<file path="src/pin_mux_pkg.sv">
// Constants, encodings and carrier types for the multi-purpose pin function mux
package pin_mux_pkg;

  // ==========================================================================
  // Register map
  // ==========================================================================
  localparam int ADDR_W = 12;
  localparam int CFG_ADDR_W = 8;
  localparam logic [ADDR_W-1:0] PIN_SEL0_OFFSET = 12'h914;
  localparam logic [ADDR_W-1:0] PIN_SEL1_OFFSET = 12'h915;
  localparam logic [CFG_ADDR_W-1:0] CFG_MISC_OFFSET = 8'h98;

  localparam logic [7:0] PIN_SEL0_RESET = 8'h00;
  localparam logic [7:0] PIN_SEL1_RESET = 8'h00;

  // ==========================================================================
  // Field positions
  // ==========================================================================
  localparam int SEL_PIN203_LSB = 0;
  localparam int SEL_PIN206_LSB = 2;
  localparam int SEL_PIN128_LSB = 4;
  localparam int SEL_PIN133_LSB = 6;
  localparam int SEL_PIN204_LSB = 0;

  localparam int CFG_SERIAL_INTR_BIT = 2;
  localparam int CFG_LOCK_BIT = 8;
  localparam int CFG_PREFETCH_OFF_BIT = 9;
  localparam int CFG_AUTO_RESET_OFF_BIT = 10;

  // ==========================================================================
  // Select field encodings
  // ==========================================================================
  localparam logic [1:0] SEL_LEGACY = 2'h0;
  localparam logic [1:0] SEL_GPIO = 2'h1;
  localparam logic [1:0] SEL_PME = 2'h2;

  // Pin index within the synchronised pin vector
  localparam int PIN203 = 0;
  localparam int PIN206 = 1;
  localparam int PIN128 = 2;
  localparam int PIN133 = 3;
  localparam int PIN204 = 4;
  localparam int PIN131 = 5;
  localparam int PWR_GOOD = 6;
  localparam int SYNC_W = 7;

  // ==========================================================================
  // Types
  // ==========================================================================
  typedef enum logic [1:0] {
    FUNC_LEGACY,
    FUNC_GPIO,
    FUNC_PME
  } pin_func_e;

  typedef enum logic [1:0] {
    MODE206_SERIAL_IN,
    MODE206_ISA_DATA,
    MODE206_LED
  } pin206_mode_e;

  typedef struct packed {
    logic out;
    logic oe;
  } pin_drive_s;

  // Controls and levels coming from the legacy pin logic
  typedef struct packed {
    logic inta_assert;
    logic intb_assert;
    logic ring_indicate_assert;
    logic ring_indicate_select;
    logic pin203_led_mode;
    pin206_mode_e pin206_mode;
    logic isa_serial_irq_data;
    logic socket_a_activity_led;
    logic socket_b_activity_led;
    logic combined_activity_led;
    logic dual_socket;
    logic speaker_output;
    logic speaker_enable;
    logic hw_suspend_enable;
  } legacy_s;

  typedef struct packed {
    logic auto_reset_off;
    logic prefetch_off;
    logic lock;
    logic serial_intr_en;
  } misc_cfg_s;

endpackage

</file>
<file path="src/legacy_pin_function_mux.sv">
// Multi-purpose pin function select registers and pin multiplexer
`timescale 1ns/1ns

module legacy_pin_function_mux (
  input wire logic clk,
  input wire logic arst_n,
  // Memory-mapped byte register port
  input wire logic reg_wr,
  input wire logic reg_rd,
  input wire logic [pin_mux_pkg::ADDR_W-1:0] reg_addr,
  input wire logic [7:0] reg_wdata,
  output logic [7:0] reg_rdata,
  // Configuration space dword port
  input wire logic cfg_wr,
  input wire logic cfg_rd,
  input wire logic [pin_mux_pkg::CFG_ADDR_W-1:0] cfg_addr,
  input wire logic [3:0] cfg_be,
  input wire logic [31:0] cfg_wdata,
  output logic [31:0] cfg_rdata,
  output pin_mux_pkg::misc_cfg_s misc_cfg,
  // Power management context
  input wire logic segment_reset,
  input wire logic pme_enable,
  input wire logic in_d3,
  input wire logic pme_assert,
  // Legacy functions and general purpose I/O
  input wire pin_mux_pkg::legacy_s legacy,
  input wire logic [3:0] gpio_out,
  input wire logic [3:0] gpio_oe,
  output logic [3:0] gpio_in,
  output logic serial_irq_input_n,
  output logic hardware_suspend_input_n,
  // Serial power-control data engine
  input wire logic power_switch_serial_data_out,
  input wire logic power_switch_serial_data_oe,
  output logic power_switch_serial_data_in,
  // Pins
  input wire logic system_power_good,
  input wire logic [pin_mux_pkg::PIN131:0] pin_in,
  output pin_mux_pkg::pin_drive_s pin_203,
  output pin_mux_pkg::pin_drive_s pin_206,
  output pin_mux_pkg::pin_drive_s pin_128,
  output pin_mux_pkg::pin_drive_s pin_133,
  output pin_mux_pkg::pin_drive_s pin_204,
  output pin_mux_pkg::pin_drive_s pin_131
);

  // ==========================================================================
  // Helpers
  // ==========================================================================
  function automatic pin_mux_pkg::pin_func_e decode_sel(
    input logic [1:0] field,
    input logic gpio_ok,
    input logic pme_ok
  );
    pin_mux_pkg::pin_func_e func;
    func = pin_mux_pkg::FUNC_LEGACY;
    if (field == pin_mux_pkg::SEL_GPIO && gpio_ok) begin
      func = pin_mux_pkg::FUNC_GPIO;
    end else if (field == pin_mux_pkg::SEL_PME && pme_ok) begin
      func = pin_mux_pkg::FUNC_PME;
    end
    return func;
  endfunction
  // Active-low open-drain drive: pull low while asserted, float otherwise
  function automatic pin_mux_pkg::pin_drive_s open_drain(input logic assert_low);
    pin_mux_pkg::pin_drive_s d;
    d.out = 1'b0;
    d.oe = assert_low;
    return d;
  endfunction
  function automatic pin_mux_pkg::pin_drive_s gpio_drive(input logic o, input logic oe);
    pin_mux_pkg::pin_drive_s d;
    d.out = o;
    d.oe = oe;
    return d;
  endfunction

  // ==========================================================================
  // Pin synchronisers
  // ==========================================================================
  logic [pin_mux_pkg::SYNC_W-1:0] sync_level;
  level_sync #(
    .WIDTH(pin_mux_pkg::SYNC_W)
  ) u_pin_sync (
    .clk(clk),
    .arst_n(arst_n),
    .async_in({system_power_good, pin_in}),
    .sync_out(sync_level)
  );
  // ==========================================================================
  // Registers
  // ==========================================================================
  logic [7:0] pin_sel0;
  logic [7:0] pin_sel1;
  logic [7:0] next_pin_sel0;
  logic [7:0] next_pin_sel1;
  logic [7:0] next_reg_rdata;
  logic [31:0] next_cfg_rdata;
  pin_mux_pkg::misc_cfg_s next_misc_cfg;
  logic sel_wr_ok;
  logic keep_context;
  always_comb begin
    next_pin_sel0 = pin_sel0;
    next_pin_sel1 = pin_sel1;
    next_misc_cfg = misc_cfg;
    next_reg_rdata = reg_rdata;
    next_cfg_rdata = cfg_rdata;
    sel_wr_ok = reg_wr && !misc_cfg.lock;
    // context kept across D3 soft reset
    keep_context = pme_enable && in_d3;
    if (sel_wr_ok && reg_addr == pin_mux_pkg::PIN_SEL0_OFFSET) begin
      next_pin_sel0 = reg_wdata;
    end
    // full byte stored, reserved bits too
    if (sel_wr_ok && reg_addr == pin_mux_pkg::PIN_SEL1_OFFSET) begin
      next_pin_sel1 = reg_wdata;
    end
    if (cfg_wr && cfg_addr == pin_mux_pkg::CFG_MISC_OFFSET) begin
      if (cfg_be[0]) begin
        next_misc_cfg.serial_intr_en = cfg_wdata[pin_mux_pkg::CFG_SERIAL_INTR_BIT];
      end
      if (cfg_be[1]) begin
        next_misc_cfg.lock = cfg_wdata[pin_mux_pkg::CFG_LOCK_BIT];
        next_misc_cfg.prefetch_off = cfg_wdata[pin_mux_pkg::CFG_PREFETCH_OFF_BIT];
        next_misc_cfg.auto_reset_off = cfg_wdata[pin_mux_pkg::CFG_AUTO_RESET_OFF_BIT];
      end
    end
    // Segment reset wins over a same-cycle write, except a select write while context is kept
    if (segment_reset) begin
      next_misc_cfg = '0;
      if (!keep_context) begin
        next_pin_sel0 = pin_mux_pkg::PIN_SEL0_RESET;
        next_pin_sel1 = pin_mux_pkg::PIN_SEL1_RESET;
      end
    end
    if (reg_rd) begin
      unique case (reg_addr)
        pin_mux_pkg::PIN_SEL0_OFFSET: next_reg_rdata = pin_sel0;
        pin_mux_pkg::PIN_SEL1_OFFSET: next_reg_rdata = pin_sel1;
        default: next_reg_rdata = 8'h00;
      endcase
    end
    if (cfg_rd) begin
      next_cfg_rdata = 32'h0000_0000;
      if (cfg_addr == pin_mux_pkg::CFG_MISC_OFFSET) begin
        next_cfg_rdata[pin_mux_pkg::CFG_SERIAL_INTR_BIT] = misc_cfg.serial_intr_en;
        next_cfg_rdata[pin_mux_pkg::CFG_LOCK_BIT] = misc_cfg.lock;
        next_cfg_rdata[pin_mux_pkg::CFG_PREFETCH_OFF_BIT] = misc_cfg.prefetch_off;
        next_cfg_rdata[pin_mux_pkg::CFG_AUTO_RESET_OFF_BIT] = misc_cfg.auto_reset_off;
      end
    end
  end
  always_ff @(posedge clk or negedge arst_n) begin
    if (!arst_n) begin
      pin_sel0 <= pin_mux_pkg::PIN_SEL0_RESET;
      pin_sel1 <= pin_mux_pkg::PIN_SEL1_RESET;
      misc_cfg <= '0;
      reg_rdata <= 8'h00;
      cfg_rdata <= 32'h0000_0000;
    end else begin
      pin_sel0 <= next_pin_sel0;
      pin_sel1 <= next_pin_sel1;
      misc_cfg <= next_misc_cfg;
      reg_rdata <= next_reg_rdata;
      cfg_rdata <= next_cfg_rdata;
    end
  end
  // ==========================================================================
  // Function decode
  // ==========================================================================
  pin_mux_pkg::pin_func_e func_203;
  pin_mux_pkg::pin_func_e func_206;
  pin_mux_pkg::pin_func_e func_128;
  pin_mux_pkg::pin_func_e func_133;
  pin_mux_pkg::pin_func_e func_204;
  assign func_203 = decode_sel(pin_sel0[pin_mux_pkg::SEL_PIN203_LSB +: 2], 1'b1, 1'b0);
  assign func_206 = decode_sel(pin_sel0[pin_mux_pkg::SEL_PIN206_LSB +: 2], 1'b1, 1'b0);
  assign func_128 = decode_sel(pin_sel0[pin_mux_pkg::SEL_PIN128_LSB +: 2], 1'b1, 1'b0);
  assign func_133 = decode_sel(pin_sel0[pin_mux_pkg::SEL_PIN133_LSB +: 2], 1'b1, 1'b1);
  assign func_204 = decode_sel(pin_sel1[pin_mux_pkg::SEL_PIN204_LSB +: 2], 1'b0, 1'b1);
  // ==========================================================================
  // Pin multiplexer
  // ==========================================================================
  pin_mux_pkg::pin_drive_s next_pin_203;
  pin_mux_pkg::pin_drive_s next_pin_206;
  pin_mux_pkg::pin_drive_s next_pin_128;
  pin_mux_pkg::pin_drive_s next_pin_133;
  pin_mux_pkg::pin_drive_s next_pin_204;
  pin_mux_pkg::pin_drive_s next_pin_131;
  logic next_power_good_seen;
  logic power_good_seen;
  logic led_a_src;
  logic led_b_src;
  always_comb begin
    // single socket uses the combined LED
    led_a_src = legacy.dual_socket ? legacy.socket_a_activity_led : legacy.combined_activity_led;
    led_b_src = legacy.dual_socket ? legacy.socket_b_activity_led : legacy.combined_activity_led;
    unique case (func_203)
      pin_mux_pkg::FUNC_GPIO: next_pin_203 = gpio_drive(gpio_out[0], gpio_oe[0]);
      default: begin
        next_pin_203 = open_drain(legacy.pin203_led_mode ? led_a_src : legacy.inta_assert);
      end
    endcase
    if (func_206 == pin_mux_pkg::FUNC_GPIO) begin
      next_pin_206 = gpio_drive(gpio_out[1], gpio_oe[1]);
    end else begin
      unique case (legacy.pin206_mode)
        pin_mux_pkg::MODE206_ISA_DATA: next_pin_206 = gpio_drive(legacy.isa_serial_irq_data, 1'b1);
        pin_mux_pkg::MODE206_LED: next_pin_206 = open_drain(led_b_src);
        default: next_pin_206 = gpio_drive(1'b0, 1'b0);
      endcase
    end
    // pin 128 speaker or GPIO three
    if (func_128 == pin_mux_pkg::FUNC_GPIO) begin
      next_pin_128 = gpio_drive(gpio_out[2], gpio_oe[2]);
    end else begin
      next_pin_128 = gpio_drive(legacy.speaker_output, legacy.speaker_enable);
    end
    unique case (func_133)
      pin_mux_pkg::FUNC_GPIO: next_pin_133 = gpio_drive(gpio_out[3], gpio_oe[3]);
      pin_mux_pkg::FUNC_PME: next_pin_133 = open_drain(pme_assert);
      default: begin
        if (legacy.hw_suspend_enable) begin
          next_pin_133 = gpio_drive(1'b0, 1'b0);
        end else begin
          next_pin_133 = open_drain(legacy.combined_activity_led);
        end
      end
    endcase
    // pin 204 power event, legacy interrupt or ring indicate
    if (func_204 == pin_mux_pkg::FUNC_PME) begin
      next_pin_204 = open_drain(pme_assert);
    end else if (legacy.ring_indicate_select) begin
      next_pin_204 = open_drain(legacy.ring_indicate_assert);
    end else begin
      next_pin_204 = open_drain(legacy.intb_assert);
    end
    // input until power good, sticky once seen
    next_power_good_seen = power_good_seen | sync_level[pin_mux_pkg::PWR_GOOD];
    // board clamps pin to the reset level until then, so never drive it
    next_pin_131.out = power_switch_serial_data_out;
    next_pin_131.oe = power_good_seen && power_switch_serial_data_oe;
  end
  always_ff @(posedge clk or negedge arst_n) begin
    if (!arst_n) begin
      pin_203 <= '0;
      pin_206 <= '0;
      pin_128 <= '0;
      pin_133 <= '0;
      pin_204 <= '0;
      pin_131 <= '0;
      power_good_seen <= 1'b0;
    end else begin
      pin_203 <= next_pin_203;
      pin_206 <= next_pin_206;
      pin_128 <= next_pin_128;
      pin_133 <= next_pin_133;
      pin_204 <= next_pin_204;
      pin_131 <= next_pin_131;
      power_good_seen <= next_power_good_seen;
    end
  end
  // ==========================================================================
  // Input functions
  // ==========================================================================
  // GPIO and serial data inputs are passed regardless of selection; serial irq and suspend inputs are gated by mode here
  logic [3:0] next_gpio_in;
  logic next_serial_irq_input_n;
  logic next_hardware_suspend_input_n;
  logic next_serial_data_in;
  always_comb begin
    next_gpio_in = {sync_level[pin_mux_pkg::PIN133], sync_level[pin_mux_pkg::PIN128],
                    sync_level[pin_mux_pkg::PIN206], sync_level[pin_mux_pkg::PIN203]};
    // serial irq input only in legacy input mode, idle high otherwise
    next_serial_irq_input_n = 1'b1;
    if (func_206 == pin_mux_pkg::FUNC_LEGACY &&
        legacy.pin206_mode == pin_mux_pkg::MODE206_SERIAL_IN) begin
      next_serial_irq_input_n = sync_level[pin_mux_pkg::PIN206];
    end
    // suspend input only in legacy mode with suspend enabled
    next_hardware_suspend_input_n = 1'b1;
    if (func_133 == pin_mux_pkg::FUNC_LEGACY && legacy.hw_suspend_enable) begin
      next_hardware_suspend_input_n = sync_level[pin_mux_pkg::PIN133];
    end
    next_serial_data_in = sync_level[pin_mux_pkg::PIN131];
  end
  always_ff @(posedge clk or negedge arst_n) begin
    if (!arst_n) begin
      gpio_in <= 4'h0;
      serial_irq_input_n <= 1'b1;
      hardware_suspend_input_n <= 1'b1;
      power_switch_serial_data_in <= 1'b0;
    end else begin
      gpio_in <= next_gpio_in;
      serial_irq_input_n <= next_serial_irq_input_n;
      hardware_suspend_input_n <= next_hardware_suspend_input_n;
      power_switch_serial_data_in <= next_serial_data_in;
    end
  end
endmodule

</file>
<file path="src/level_sync.sv">
// Two-stage synchroniser for asynchronous pin levels
`timescale 1ns/1ns

module level_sync #(
  parameter int WIDTH = 1
) (
  input wire logic clk,
  input wire logic arst_n,
  input wire logic [WIDTH-1:0] async_in,
  output logic [WIDTH-1:0] sync_out
);

  // ==========================================================================
  // Stages
  // ==========================================================================
  // First stage feeds only the second stage
  logic [WIDTH-1:0] meta;

  always_ff @(posedge clk or negedge arst_n) begin
    if (!arst_n) begin
      meta <= '0;
      sync_out <= '0;
    end else begin
      meta <= async_in;
      sync_out <= meta;
    end
  end

endmodule

</file>
<file path="config.mk">
export PLATFORM = sky130hd
export DESIGN_NAME = legacy_pin_function_mux
export DESIGN_NICKNAME = d
export VERILOG_FILES = /design/src/pin_mux_pkg.sv /design/src/legacy_pin_function_mux.sv /design/src/level_sync.sv
export SDC_FILE = /design/constraint.sdc
export NUM_CORES = 1
export LEC_CHECK = 0
export BUFFER_PORTS_ARGS = -buffer_cell sky130_fd_sc_hd__buf_2
export CAP_MARGIN = 20
export CORE_ASPECT_RATIO = 1.1
export CORE_MARGIN = 10
export CORE_UTILIZATION = 48
export CTS_BUF_LIST = sky130_fd_sc_hd__clkbuf_8
export CTS_CLUSTER_SIZE = 14
export DETAILED_ROUTE_END_ITERATION = 6
export PLACE_DENSITY_LB_ADDON = 0.3
export SYNTH_ARGS = -nofsm -noshare
export SYNTH_HDL_FRONTEND = slang
export SYNTH_SLANG_ARGS = --single-unit
</file>
<file path="constraint.sdc">
create_clock -name clk -period 2.8 [get_ports clk]
set_clock_uncertainty 0.15 [all_clocks]
set_input_delay 0.84 -clock clk [delete_from_list [all_inputs] [get_ports clk]]
set_output_delay 0.84 -clock clk [all_outputs]
set_load 0.01 [all_outputs]
</file>
==> reports/metrics.csv <==
metric,value,unit
outcome,"complete, no violations",
route.vias.total,2028,
postCtsSetupBuffers,0,
htreeDepth,3,
required,1810,ps
n_fill_cell,477,
grt_max_degree,31,
drc,0,
intPower,0.00164,W
wirelength,6360,um
layout.nets,476,
wl_per_cell,14.2,um
relSlewSlack,0.578,
pwr-share-comb,0.079,
critPathCaptureType,primary output,
antennaDiodeCount,0,
synth_edf_count,0,
synth.ff_latch_count,63,
setup_ws,851,ps
start_util,0.495,
hold_viol,0,
critPathMaxStageDelay,510,ps
synth_area_per_cell,11.5,um2
finalCritPeriodShare,0.696,
cp_max_fo,1,
syn_area,0.00287,mm2
whs,195,ps
area_growth,26.9,%
drv_cap,0,
power.density,568,mW/mm2
fp-row-count,29,
antenna_found_initial,0,
clock_path_buffers,2,
crit_buf_inv,1,
gr-total-overflow,0,
synth.most_common_cell,dfrtp_1,
cp_cell_sequence,buf_2,
dp_hpwl,5230,um
stdcell_area,0.00365,mm2
ys_types,36,
start_kind,flop,
p_sw,0.000429,W
seq_power_share,0.452,
ys_async_sr_fraction,1.00,
grt_use_total,0.138,
path_clk_slew,70,ps
synth.top_cell.area_share,0.531,
synth-main-ff-cell,dfrtp_1,
grt_pass1_wl,10500,um
drive_gt1_frac,0.403,
p_leak,1.93,nW
die_x,93.8,um
root_buffer,clkbuf_8,
cts_tree,built,
synth_warnings,0,
crit_type,flop to primary output,
cts_sinks,63,
finalCriticalPeriod,1950,ps
critPathTopFamily,flip-flops,
setup_violations,0,
core-area,0.00581,mm2
cts_resized,0,
cpMaxStageDelayCell,dfstp_2,
port_buffers,108,
netlist_instances,250,
hold_class,flop to flop,
drt_iter0_drc,36,
timing.fmax,513,MHz
cts_buffers,9,
maxSlewViolCount,0,
place_area,0.00339,mm2
vdd_drop_max,541,uV
die_h,101,um
holdBufCountCts,0,
viasPerCell,4.54,
gp_congestion,0.768,
yosysTopAreaCell,dfrtp_1,
dr.pass1.iters,4,
ioPinCount,169,
netSwitchingFraction,0.207,
cp.arrival,960,ps
rsz0062_at_grt,false,
clock_power_share,0.469,
ant_nets,0,
setup_tns,0,ps
worstMarginPinSlew,633,ps
yosysSeqAreaShare,0.549,
synthTopCellsByCount,"dfrtp_1 (61), nand2_1 (40), buf_4 (29), mux2i_1 (22), inv_1 (17)",
clock_latency,330,ps
pre_cts_ws,583,ps
ys_top_cells_by_area,"dfrtp_1 (53%), mux2i_1 (7.7%), buf_4 (7.6%), nand2_1 (5.2%), mux2_2 (4.3%)",
grt_pass1_vias,2263,
dieArea,0.00949,mm2
[flip-flops by register name, summed over array words and instances (netlist names), 2 cells and up]
name / cells
pin_sel0: 8
pin_sel1: 8
reg_rdata: 8
u_pin_sync.meta: 6
u_pin_sync.sync_out: 6
cfg_rdata: 4
gpio_in: 4
misc_cfg: 4
pin_128: 2
pin_131: 2
pin_133: 2
pin_203: 2
pin_206: 2
[stage by stage]
| step | std cells | power (W) | utilization |
|---|---|---|---|
| floorplan | 278 | 0.00105 | - |
| global placement | 431 | 0.00111 | 0.584 |
| detailed placement | 431 | 0.00112 | 0.584 |
| CTS | 447 | 0.00210 | 0.628 |
| global route | 447 | 0.00216 | 0.628 |
| finish | 447 | 0.00207 | 0.628 |
[kinds of logic (layout without fill, tap and decap cells)]
kind of cell             count (synthesis)  count (layout)  share of synthesized area
AO/OA/AOI/OAI                           22              22                     0.0496
adder cells (fa/ha/maj)                  5               5                     0.0218
buffers and inverters                   53             145                      0.110
flip-flops                              63              63                      0.549
multiplexers                            33              33                      0.120
other                                    1              29                    0.00130
AND/OR/NAND/NOR                         73              73                      0.148
[layout by cell type (no fill, tap or decap), types with 3 or more instances in the layout]
cell type / n
bufinv_16: 3
mux2_2: 11
ha_1: 5
dfrtp_1: 61
nand2b_1: 10
nand2_1: 40
o21ai_0: 3
buf_2: 108
and2_1: 3
conb_1: 29
buf_4: 4
nor2b_1: 3
inv_1: 17
clkbuf_8: 11
mux2i_1: 22
o22ai_1: 12
[power groups by stage]
stage | registers (W) | clock network [W] | logic, W
2_1_floorplan | 0.000961 | 0 | 0.0000920
3_3_place_gp | 0.000953 | 0 | 0.000161
3_5_place_dp | 0.000954 | 0 | 0.000164
4_1_cts | 0.000937 | 0.000995 | 0.000165
5_1_grt | 0.000938 | 0.00104 | 0.000185
6_report | 0.000937 | 0.000971 | 0.000163
[routing by layer]
| layer | vias to the layer above | GRT usage | routed length (um) |
|---|---|---|---|
| met5 | - | 0 | 0 |
| met2 | 72 | 0.245 | 3330 |
| met1 | 947 | 0.134 | 2250 |
| met3 | 5 | 0.0806 | 744 |
| li1 | 1004 | - | - |
| met4 | 0 | 0.0351 | 40 |
[path summary, 6_finish.rpt]
| check | slack, ps | cells after the start | endpoint | start |
|---|---|---|---|---|
| max | 850 | 1 | serial_irq_input_n | serial_irq_input_n |
| min | 190 | 0 | u_pin_sync.sync_out[0] | u_pin_sync.meta[0] |
| max reg2reg | 1300 | 4 | pin_sel1[6] | misc_cfg[1] |
| min reg2reg | 190 | 0 | u_pin_sync.sync_out[0] | u_pin_sync.meta[0] |
| max in group asynchronous | 1440 | 2 | gpio_in[0] | arst_n |
| min in group asynchronous | 380 | 1 | pin_203[0] | arst_n |
[cell type report]
cell class	count	area (um2)	share of cell area
multi-input cells	162	1080	0.297
well taps	77	96.3	0.0264
clock inverters	5	104	0.0285
clock buffers	11	151	0.0415
repair buffers	112	571	0.156
flip-flops and latches	63	1580	0.433
inverters	17	63.8	0.0175
Note: power is estimated with default switching activity, not from simulation.
